**config.mk**
```make
export PLATFORM = sky130hd
export DESIGN_NAME = adcirq_top
export DESIGN_NICKNAME = d
export VERILOG_FILES = /design/src/adcirq_pkg.sv /design/src/adcirq_top.sv /design/src/adcirq_result_mem.sv
export SDC_FILE = /design/constraint.sdc
export NUM_CORES = 1
export LEC_CHECK = 0
export BUFFER_PORTS_ARGS = -buffer_cell sky130_fd_sc_hd__buf_2
export CAP_MARGIN = 25
export CORE_ASPECT_RATIO = 0.6
export CORE_MARGIN = 3
export CORE_UTILIZATION = 60
export CTS_BUF_LIST = sky130_fd_sc_hd__clkbuf_16
export CTS_CLUSTER_DIAMETER = 40
export DETAILED_ROUTE_END_ITERATION = 16
export PLACE_DENSITY_LB_ADDON = 0.2
export SYNTH_ARGS = -nofsm -noshare
export SYNTH_HDL_FRONTEND = slang
export SYNTH_SLANG_ARGS = --single-unit
export TNS_END_PERCENT = 1
```
**constraint.sdc**
```tcl
create_clock -name clk -period 5.65 [get_ports clk]
set_clock_uncertainty 0.05 [all_clocks]
set_input_delay 0.2825 -clock clk [delete_from_list [all_inputs] [get_ports clk]]
set_output_delay 0.2825 -clock clk [all_outputs]
set_load 0.02 [all_outputs]
```
**src/adcirq_pkg.sv**
```systemverilog
// adcirq_pkg: register map, bit layout and carrier types for the converter
// interrupt and channel result block; assumes a 32-bit apb slave in front.
package adcirq_pkg;

    // ------------------------------------------------------------------
    // sizes
    // ------------------------------------------------------------------
    localparam int NUM_CH    = 8;
    localparam int RES_W     = 10;
    localparam int IRQ_W     = 20;
    localparam int ADDR_W    = 8;

    // ------------------------------------------------------------------
    // register byte offsets
    // ------------------------------------------------------------------
    localparam logic [ADDR_W-1:0] OFF_CH_ENABLE   = 8'h10;
    localparam logic [ADDR_W-1:0] OFF_CH_DISABLE  = 8'h14;
    localparam logic [ADDR_W-1:0] OFF_CH_STATUS   = 8'h18;
    localparam logic [ADDR_W-1:0] OFF_STATUS      = 8'h1c;
    localparam logic [ADDR_W-1:0] OFF_LAST_RESULT = 8'h20;
    localparam logic [ADDR_W-1:0] OFF_IRQ_ENABLE  = 8'h24;
    localparam logic [ADDR_W-1:0] OFF_IRQ_DISABLE = 8'h28;
    localparam logic [ADDR_W-1:0] OFF_IRQ_MASK    = 8'h2c;
    localparam logic [ADDR_W-1:0] OFF_RESULT_BASE = 8'h30;

    // ------------------------------------------------------------------
    // field positions in status and mask layout
    // ------------------------------------------------------------------
    localparam int BIT_DONE0     = 0;
    localparam int BIT_OVR0      = 8;
    localparam int BIT_RESULT_AVAILABLE_FLAG      = 16;
    localparam int BIT_GOVR      = 17;
    localparam int BIT_RX_END    = 18;
    localparam int BIT_RX_FULL   = 19;

    // ------------------------------------------------------------------
    // reset values
    // ------------------------------------------------------------------
    localparam logic [IRQ_W-1:0]  RST_IRQ_MASK  = 20'h00000;
    localparam logic [NUM_CH-1:0] RST_CH_EN     = 8'h00;
    localparam logic [RES_W-1:0]  RST_RESULT    = 10'h000;

    // ------------------------------------------------------------------
    // carriers
    // ------------------------------------------------------------------
    typedef struct packed {
        logic              valid;
        logic [2:0]        channel;
        logic [RES_W-1:0]  data;
    } adcirq_conv_t;

    typedef struct packed {
        logic              rx_end;
        logic              rx_full;
    } adcirq_dma_t;

    typedef struct packed {
        logic [ADDR_W-1:0] paddr;
        logic              psel;
        logic              penable;
        logic              pwrite;
        logic [31:0]       pwdata;
    } adcirq_apb_req_t;

endpackage

```
**src/adcirq_top.sv**
```systemverilog
// adcirq_top: interrupt enable/disable/mask and per-channel result registers
// of an eight-channel converter, with status events and an apb slave.
// assumes conversion results arrive as one-cycle pulses on clk.
`timescale 1ns/10ps
module adcirq_top
    import adcirq_pkg::*;
#(
    parameter int CH = NUM_CH
) (
    // clock and reset
    input  wire logic              clk,
    input  wire logic              rstn,
    // apb slave
    input  wire adcirq_apb_req_t   apb_req,
    output logic                   pready,
    output logic [31:0]            prdata,
    output logic                   pslverr,
    // converter events
    input  wire adcirq_conv_t      conv,
    input  wire logic              general_overrun,
    input  wire adcirq_dma_t       dma,
    // interrupt
    output logic                   irq
);

    // ------------------------------------------------------------------
    // bus decode
    // ------------------------------------------------------------------
    logic              setup;
    logic              wr_acc;
    logic              rd_acc;
    logic              ready_q;
    logic [ADDR_W-1:0] addr;
    logic [31:0]       wdata;
    logic              in_results;
    logic [2:0]        res_idx;

    assign addr       = apb_req.paddr;
    assign wdata      = apb_req.pwdata;
    assign setup      = apb_req.psel && !apb_req.penable;
    // effects land on the edge that launches pready, so read data capture
    // the old flags before a read-clear takes them away
    assign wr_acc     = apb_req.psel && apb_req.penable && apb_req.pwrite
                     && !ready_q && !pready;
    assign rd_acc     = apb_req.psel && apb_req.penable && !apb_req.pwrite
                     && !ready_q && !pready;
    assign in_results = addr >= OFF_RESULT_BASE
                     && addr < OFF_RESULT_BASE + ADDR_W'(4 * CH)
                     && addr[1:0] == 2'b00;
    assign res_idx    = 3'((addr - OFF_RESULT_BASE) >> 2);

    function automatic logic hit(input logic [ADDR_W-1:0] a, input logic [ADDR_W-1:0] off);
        return a == off;
    endfunction

    always_ff @(posedge clk) begin
        if (!rstn) begin
            ready_q <= 1'b0;
        end else begin
            ready_q <= setup;
        end
    end

    // ------------------------------------------------------------------
    // channel enable
    // ------------------------------------------------------------------
    logic [NUM_CH-1:0] ch_en_q;

    always_ff @(posedge clk) begin
        if (!rstn) begin
            ch_en_q <= RST_CH_EN;
        end else if (wr_acc && hit(addr, OFF_CH_ENABLE)) begin
            ch_en_q <= ch_en_q | wdata[NUM_CH-1:0];
        end else if (wr_acc && hit(addr, OFF_CH_DISABLE)) begin
            ch_en_q <= ch_en_q & ~wdata[NUM_CH-1:0];
        end
    end

    // ------------------------------------------------------------------
    // interrupt mask
    // ------------------------------------------------------------------
    logic [IRQ_W-1:0] mask_q;

    always_ff @(posedge clk) begin
        if (!rstn) begin
            mask_q <= RST_IRQ_MASK;
        end else if (wr_acc && hit(addr, OFF_IRQ_ENABLE)) begin
            mask_q <= mask_q | wdata[IRQ_W-1:0];
        end else if (wr_acc && hit(addr, OFF_IRQ_DISABLE)) begin
            mask_q <= mask_q & ~wdata[IRQ_W-1:0];
        end
    end

    // ------------------------------------------------------------------
    // conversion results
    // ------------------------------------------------------------------
    logic             conv_ok;
    logic [RES_W-1:0] last_q;
    logic [RES_W-1:0] res_rd;

    assign conv_ok = conv.valid && ch_en_q[conv.channel];

    adcirq_result_mem #(
        .DEPTH (NUM_CH),
        .WIDTH (RES_W)
    ) u_mem (
        .clk     (clk),
        .rstn    (rstn),
        .wr_en   (conv_ok),
        .wr_addr (conv.channel),
        .wr_data (conv.data),
        .rd_addr (res_idx),
        .rd_data (res_rd)
    );

    always_ff @(posedge clk) begin
        if (!rstn) begin
            last_q <= RST_RESULT;
        end else if (conv_ok) begin
            last_q <= conv.data;
        end
    end

    // ------------------------------------------------------------------
    // status events
    // ------------------------------------------------------------------
    logic              rd_status;
    logic              rd_last;
    logic [NUM_CH-1:0] done_q;
    logic [NUM_CH-1:0] ovr_q;
    logic              result_available_flag_q;
    logic              govr_q;
    logic [IRQ_W-1:0]  status;

    assign rd_status = rd_acc && hit(addr, OFF_STATUS);
    assign rd_last   = rd_acc && hit(addr, OFF_LAST_RESULT);

    // done stays while the channel holds unread result; disabling drops it
    always_ff @(posedge clk) begin
        if (!rstn) begin
            done_q <= '0;
        end else begin
            for (int i = 0; i < NUM_CH; i++) begin
                if (!ch_en_q[i]) begin
                    done_q[i] <= 1'b0;
                end else if (conv_ok && conv.channel == 3'(i)) begin
                    done_q[i] <= 1'b1;
                end else if (rd_acc && in_results && res_idx == 3'(i)) begin
                    done_q[i] <= 1'b0;
                end
            end
        end
    end

    // overrun: new result lands while the previous one is still unread
    always_ff @(posedge clk) begin
        if (!rstn) begin
            ovr_q <= '0;
        end else begin
            for (int i = 0; i < NUM_CH; i++) begin
                if (conv_ok && conv.channel == 3'(i) && done_q[i]) begin
                    ovr_q[i] <= 1'b1;
                end else if (rd_status) begin
                    ovr_q[i] <= 1'b0;
                end
            end
        end
    end

    always_ff @(posedge clk) begin
        if (!rstn) begin
            result_available_flag_q <= 1'b0;
        end else if (conv_ok) begin
            result_available_flag_q <= 1'b1;
        end else if (rd_last) begin
            result_available_flag_q <= 1'b0;
        end
    end

    always_ff @(posedge clk) begin
        if (!rstn) begin
            govr_q <= 1'b0;
        end else if (general_overrun || (conv_ok && result_available_flag_q)) begin
            govr_q <= 1'b1;
        end else if (rd_status) begin
            govr_q <= 1'b0;
        end
    end

    always_comb begin
        status = '0;
        status[BIT_DONE0 +: NUM_CH] = done_q;
        status[BIT_OVR0 +: NUM_CH]  = ovr_q;
        status[BIT_RESULT_AVAILABLE_FLAG]            = result_available_flag_q;
        status[BIT_GOVR]            = govr_q;
        status[BIT_RX_END]          = dma.rx_end;
        status[BIT_RX_FULL]         = dma.rx_full;
    end

    // ------------------------------------------------------------------
    // interrupt output
    // ------------------------------------------------------------------
    always_ff @(posedge clk) begin
        if (!rstn) begin
            irq <= 1'b0;
        end else begin
            irq <= |(status & mask_q);
        end
    end

    // ------------------------------------------------------------------
    // read mux and answer
    // ------------------------------------------------------------------
    logic [31:0] rdata;
    logic        known;

    always_comb begin
        rdata = 32'h0000_0000;
        known = 1'b1;
        if (!apb_req.pwrite && in_results) begin
            rdata = {22'h000000, res_rd};
        end else if (!apb_req.pwrite && hit(addr, OFF_IRQ_MASK)) begin
            rdata = {12'h000, mask_q};
        end else if (!apb_req.pwrite && hit(addr, OFF_STATUS)) begin
            rdata = {12'h000, status};
        end else if (!apb_req.pwrite && hit(addr, OFF_LAST_RESULT)) begin
            rdata = {22'h000000, last_q};
        end else if (!apb_req.pwrite && hit(addr, OFF_CH_STATUS)) begin
            rdata = {24'h000000, ch_en_q};
        end else if (apb_req.pwrite && (hit(addr, OFF_CH_ENABLE)
                  || hit(addr, OFF_CH_DISABLE) || hit(addr, OFF_IRQ_ENABLE)
                  || hit(addr, OFF_IRQ_DISABLE))) begin
            rdata = 32'h0000_0000;
        end else begin
            known = 1'b0;
        end
    end

    // unmapped or wrong-direction access answers with pslverr
    always_ff @(posedge clk) begin
        if (!rstn) begin
            pready  <= 1'b0;
            prdata  <= 32'h0000_0000;
            pslverr <= 1'b0;
        end else begin
            pready  <= apb_req.psel && apb_req.penable && !ready_q && !pready;
            prdata  <= (apb_req.psel && !apb_req.pwrite) ? rdata : 32'h0000_0000;
            pslverr <= apb_req.psel && apb_req.penable && !ready_q && !pready && !known;
        end
    end

endmodule

```
**src/adcirq_result_mem.sv**
```systemverilog
// adcirq_result_mem: per-channel result store, one word per channel.
// assumes one write and one read per clock; read data are registered.
`timescale 1ns/10ps
module adcirq_result_mem
    import adcirq_pkg::*;
#(
    parameter int DEPTH = NUM_CH,
    parameter int WIDTH = RES_W
) (
    // clock and reset
    input  wire logic                     clk,
    input  wire logic                     rstn,
    // write side
    input  wire logic                     wr_en,
    input  wire logic [$clog2(DEPTH)-1:0] wr_addr,
    input  wire logic [WIDTH-1:0]         wr_data,
    // read side
    input  wire logic [$clog2(DEPTH)-1:0] rd_addr,
    output logic      [WIDTH-1:0]         rd_data
);

    logic [WIDTH-1:0] mem_q [DEPTH];

    always_ff @(posedge clk) begin
        if (!rstn) begin
            for (int i = 0; i < DEPTH; i++) begin
                mem_q[i] <= WIDTH'(0);
            end
        end else if (wr_en) begin
            mem_q[wr_addr] <= wr_data;
        end
    end

    // write-through so a read in the loading cycle sees the new result
    always_ff @(posedge clk) begin
        if (!rstn) begin
            rd_data <= WIDTH'(0);
        end else if (wr_en && wr_addr == rd_addr) begin
            rd_data <= wr_data;
        end else begin
            rd_data <= mem_q[rd_addr];
        end
    end

endmodule

```
# ---- After elaboration in Yosys (flattened, before gate mapping)
# Memory sizes are Yosys's and may differ from the RTL's. A register that Yosys moved wholly into a read port is not among the register bits.
# Index checks and enable logic that the tools add are counted.
dict set report word_totals {
  ram_bits 80
  wordCells 215
  regBits 92
  mem_count 1
  in_bits 62
}
# memory words width rd rd_clocked_by_memory_dff wr line_no
set memory_table {}
lappend memory_table {u_mem.mem_q 8 10 1 1 8 adcirq_result_mem.sv:22} ;# logic [WIDTH-1:0] mem_q [DEPTH];
dict set report classes {
  add_sub_neg 1
  mux 52
  n_reduce_logical 99
  bitwise_logic 9
  eq_ne 22
  n_lt_le_gt_ge 3
}
# operator count
set ops {}
lappend ops {{two-way mux 20 bit} 4}
lappend ops {{logical AND 1 bit} 53}
lappend ops {{AND 20 bit} 2}
lappend ops {{two-way mux 1 bit} 40}
lappend ops {{nonzero test 2 bit} 20}
lappend ops {{== test 8 x 5 -> 1 bit (second input constant)} 4}
lappend ops {{== test 8 x 6 -> 1 bit (second input constant)} 4}
lappend ops {{two-way mux 10 bit} 3}
lappend ops {{== test 3 bit (second input constant)} 8}
lappend ops {{two-way mux 8 bit} 3}
lappend ops {{inverter 20 bit} 1}
lappend ops {{OR 20 bit} 1}
lappend ops {{OR reduction 20 bit} 1}
lappend ops {{AND reduction 2 bit} 9}
lappend ops {{== test 3 x 2 -> 1 bit (second input constant)} 4}
lappend ops {{OR reduction 10 bit} 1}
lappend ops {{AND 8 bit} 1}
lappend ops {{>= comparator 8 x 6 -> 1 bit (second input constant)} 1}
lappend ops {{less-than comparator 8 x 7 -> 1 bit (second input constant)} 1}
lappend ops {{inverter 8 bit} 1}
lappend ops {{OR 8 bit} 1}
lappend ops {{== test 3 x 1 -> 1 bit (second input constant)} 2}
lappend ops {{logical NOT 1 bit} 6}
lappend ops {{logical NOT 3 bit} 2}
lappend ops {{other kinds (9)} 13}

# ---- Depth between registers and ports, before layout
dict set report depth {
  word_depth 13
  mapped_depth 7
  depth_no_buf 4
}

# ---- Hierarchy
# A second synthesis with hierarchy kept.
dict set report hier_totals {
  hier_cells 726
  hier_area_um2 7886.3
}
# module area_per_inst_um2 cells_per_inst n_inst
set by_module_without_submodules {}
lappend by_module_without_submodules {adcirq_result_mem 3986.3 280 1}
lappend by_module_without_submodules {adcirq_top 3900.0 446 1}

# ---- Least setup slack after synthesis
# Ideal clock, no wire load.
dict set report synth_path {
  path_type {input to register}
  start {input port conv[11] in the netlist's numbering}
  end {memory u_mem.mem_q[5][8] in the netlist's numbering, data pin}
  setup_time_ns 0.266
  t_required_ns 5.334
  t_arrival_ns 1.657
  path_stages 7
  path_slack_ns 3.677
  cell_sequence {buf_2 mux2_2 o221a_2 buf_2 nand3_1 clkbuf_1 nor2_1}
}
# element line_no
set synth_lines {}
lappend synth_lines {{start, declared} adcirq_top.sv:19} ;# input wire adcirq_conv_t conv,
lappend synth_lines {{end, declared} adcirq_result_mem.sv:22}

==> impl_metrics.yaml <==
cts:
  numCtsBuffers: 17
  hold_buffers: 0
  ctsResizeCount: 0
  clk_latency_ns: 0.43
  cts_tree: "built"
  clock_path_buffers: 2
  h-tree-depth: 4
  clockRootBuffer: "clkbuf_16"
  cts_sinks: 170
  post_cts_buffers: 0
  path_clk_slew_ns: 0.07
critical_path:
  cp_slowest_cell: "a2111oi_4"
  cp_slowest_stage_delay_ns: 0.94
  path_buf_inv: 1
  r2r_slack_ns: 3.01
  endpoint_kind: "flip-flop"
  worstSetupPathType: "reg2reg"
  cp_max_fo: 11
  arrival_ns: 2.86
  r2r_cells: 5
  path_cells: "nand4bb_1 > a2111oi_4 > buf_6 > nand2_1 > mux2i_1"
  start_kind: "flip-flop"
  worstPathRequired_ns: 5.87
  r2r-start: "pready"
  path_delay_family: "compound AO/OA/AOI/OAI gates"
placed_design:
  gp_congestion: 0.9990
  io_buffers: 72
  dp.cells: 959
  dp_hpwl_mm: 17.09
run_status:
  status: "finished clean"
synth:
  synth_seq_cells: 170
  syn-cell-area_um2: 7840
  synth_largest_area_cell: "edfxtp_1"
  netlist.area_leader.share_pct: 30.64
  synth_edf_count: 80
  ys_top_cells_by_area: "edfxtp_1 31%, dfxtp_1 23%, mux2i_1 11%, nand2_1 5.3%, nor2_1 4.8%"
  ys_seq_area_share_pct: 53.62
  ys_async_sr_fraction_pct: 0
  ys_warn_count: 0
  synth_cells: 770
  avgSynthCellArea_um2: 10.18
  yosysUniqueCellTypes: 62
  ys.flop_type: "dfxtp_1"
final_layout:
  diodes: 0
  layout.nets: 879
  final-instance-count-excl-fill: 995
  synthToLayoutAreaGrowth_pct: 12.19
  layout_common_cells: "111 x nand2_1, 101 x nor2_1, 90 x dfxtp_1, 85 x mux2i_1, 80 x edfxtp_1"
  layout-drive-gt1-share_pct: 15.42
  layout_commonest_cell: "nand2_1"
hold_path:
  holdPathStages: 2
  min_to: "ready_q"
  hp-class: "in2reg"
  min_from: "apb_req[33]"
timing:
  min_period_ns: 2.642
  final-hold-violation-count: 0
  setup_violations: 0
  max_slew_margin_pct: 32.00
  drv_slew: 0
  tns_ns: 0
  worstMarginPinSlew_ns: 1.020
  max_freq_ghz: 0.3785
  fin_crit_sh_pct: 46.76
  rsz0062_at_grt: "false"
grt:
  antenna_found_initial: 0
  use_met2_pct: 46.83
  busiest_layer: "met1"
  grt_pass1_wl_mm: 36.45
  first_global_vias: 6199
  grt_max_degree: 71
  overflow: 0
  use_met1_pct: 50.30
  use_met3_pct: 11.54
  grt_util_all_layers_pct: 33.55
run:
  maxCapViolCount: 0
pwr:
  irDropWorstVdd_mv: 0.2203
  intPower_uw: 1975
  swShare_pct: 26.38
  p_per_area_nw_per_um2: 305.0
  p_leak_uw: 0.003421
  seq_power_share_pct: 50.4
  pwr-share-clk_pct: 41.5
  p_sw_uw: 707.5
  combPwrFrac_pct: 8.2
drt:
  drc: 0
  drt_iter0_markers: 983
  totalWireLength_mm: 24.23
  vias: 6521
  final_antenna_net_count: 0
  drtPass1Iterations: 5
  via_per_inst: 6.554
  wl_per_cell_um: 24.35
floorplanning:
  ioPinCount: 97
  dieArea_um2: 14520
  dieWidth_um: 153.6
  start_util_pct: 63.17
  design.core.area_um2: 12410
  die_y_um: 94.55
  std_cell_rows: 31
power by group through the flow:
| stage | Sequential (µW) | Clock, µW | Combinational (µW) |
|---|---|---|---|
| 6_report | 1350 | 1110 | 219 |
| 5_1_grt | 1350 | 1170 | 231 |
| 3_3_place_gp | 1370 | 0 | 200 |
| 3_5_place_dp | 1380 | 0 | 207 |
| 4_1_cts | 1350 | 1110 | 209 |
| 2_1_floorplan | 1370 | 0 | 141 |
cell families (layout without fill, tap and decap cells):
group | Yosys count | after routing | synth area share, %
other | 1 | 12 | 0.04783
flip-flops | 170 | 170 | 53.62
buffers and inverters | 69 | 118 | 4.373
XOR/XNOR | 3 | 3 | 0.3352
multiplexers | 87 | 87 | 11.14
AO/OA/AOI/OAI | 135 | 135 | 12.51
AND/OR/NAND/NOR | 305 | 305 | 17.97
area by class of cell:
class | instances | area, µm²
Inverter | 3 | 11.26
Sequential cell | 170 | 4204
Tap cell | 165 | 206.4
Timing Repair Buffer | 83 | 473.0
Multi-Input combinational cell | 542 | 3347
Clock buffer | 17 | 425.4
Clock inverter | 15 | 128.9
Fill cell | 954 | 3616
Yosys cell counts, types with 2 or more instances:
cell	count
or2_2	2
mux2_2	2
nor3_1	10
nor4b_1	3
o32a_1	7
and3b_1	2
a221oi_1	5
inv_1	3
buf_4	12
nand2b_1	4
a21oi_1	36
a22o_1	5
xor2_1	2
nand4_1	4
o41ai_1	4
nor3_2	2
buf_6	2
edfxtp_1	80
a32o_1	4
or4_1	2
and3_1	3
nand2_1	111
mux2i_1	85
or3b_2	2
buf_1	4
nand3_1	29
nor2b_1	8
nor4bb_1	3
a32oi_1	2
o2bb2ai_1	9
nor2_1	101
buf_2	18
a22oi_1	33
o21ai_0	10
dfxtp_1	90
clkbuf_1	29
o2111ai_1	3
o31ai_1	7
or3_1	9
how the worst max path moves through the flow:
| stage | start | to | cells after the start | slack [ns] |
|---|---|---|---|---|
| 6_report | pready | flip-flop | 5 | 3.01 |
| 5_1_grt | pready | flip-flop | 5 | 2.96 |
| 4_1_cts | flip-flop | ovr_q[1] | 4 | 3.01 |
| 3_5_place_dp | conv[12] | ovr_q[1] | 5 | 2.68 |
| 3_3_place_gp | apb_req[39] | ovr_q[5] | 5 | 2.77 |
| 2_1_floorplan | conv[11] | u_mem.mem_q[5][8] | 7 | 3.68 |
layer usage:
metal	wire length, µm	share of wire, %	vias to the layer above
li1	-	-	2882
met1	10180	42	3109
met2	9848	41	490
met3	3796	16	40
met4	399	1.6	0
met5	0	0	-
stage by stage:
step	hold slack (ns)	util [%]	cell area (µm²)	setup WS, ns	power [µW]
final	0.003832	70.87	8796	3.008	2683
after detailed placement	0.4037	65.95	8185	2.679	1584
after global routing	0.004594	70.87	8796	2.964	2750
after global placement	0.3968	65.80	8167	2.772	1575
after floorplan	0.3049	-	7881	3.677	1511
after CTS	0.004029	70.41	8740	3.013	2667
Power figures use the tool's default switching activity.
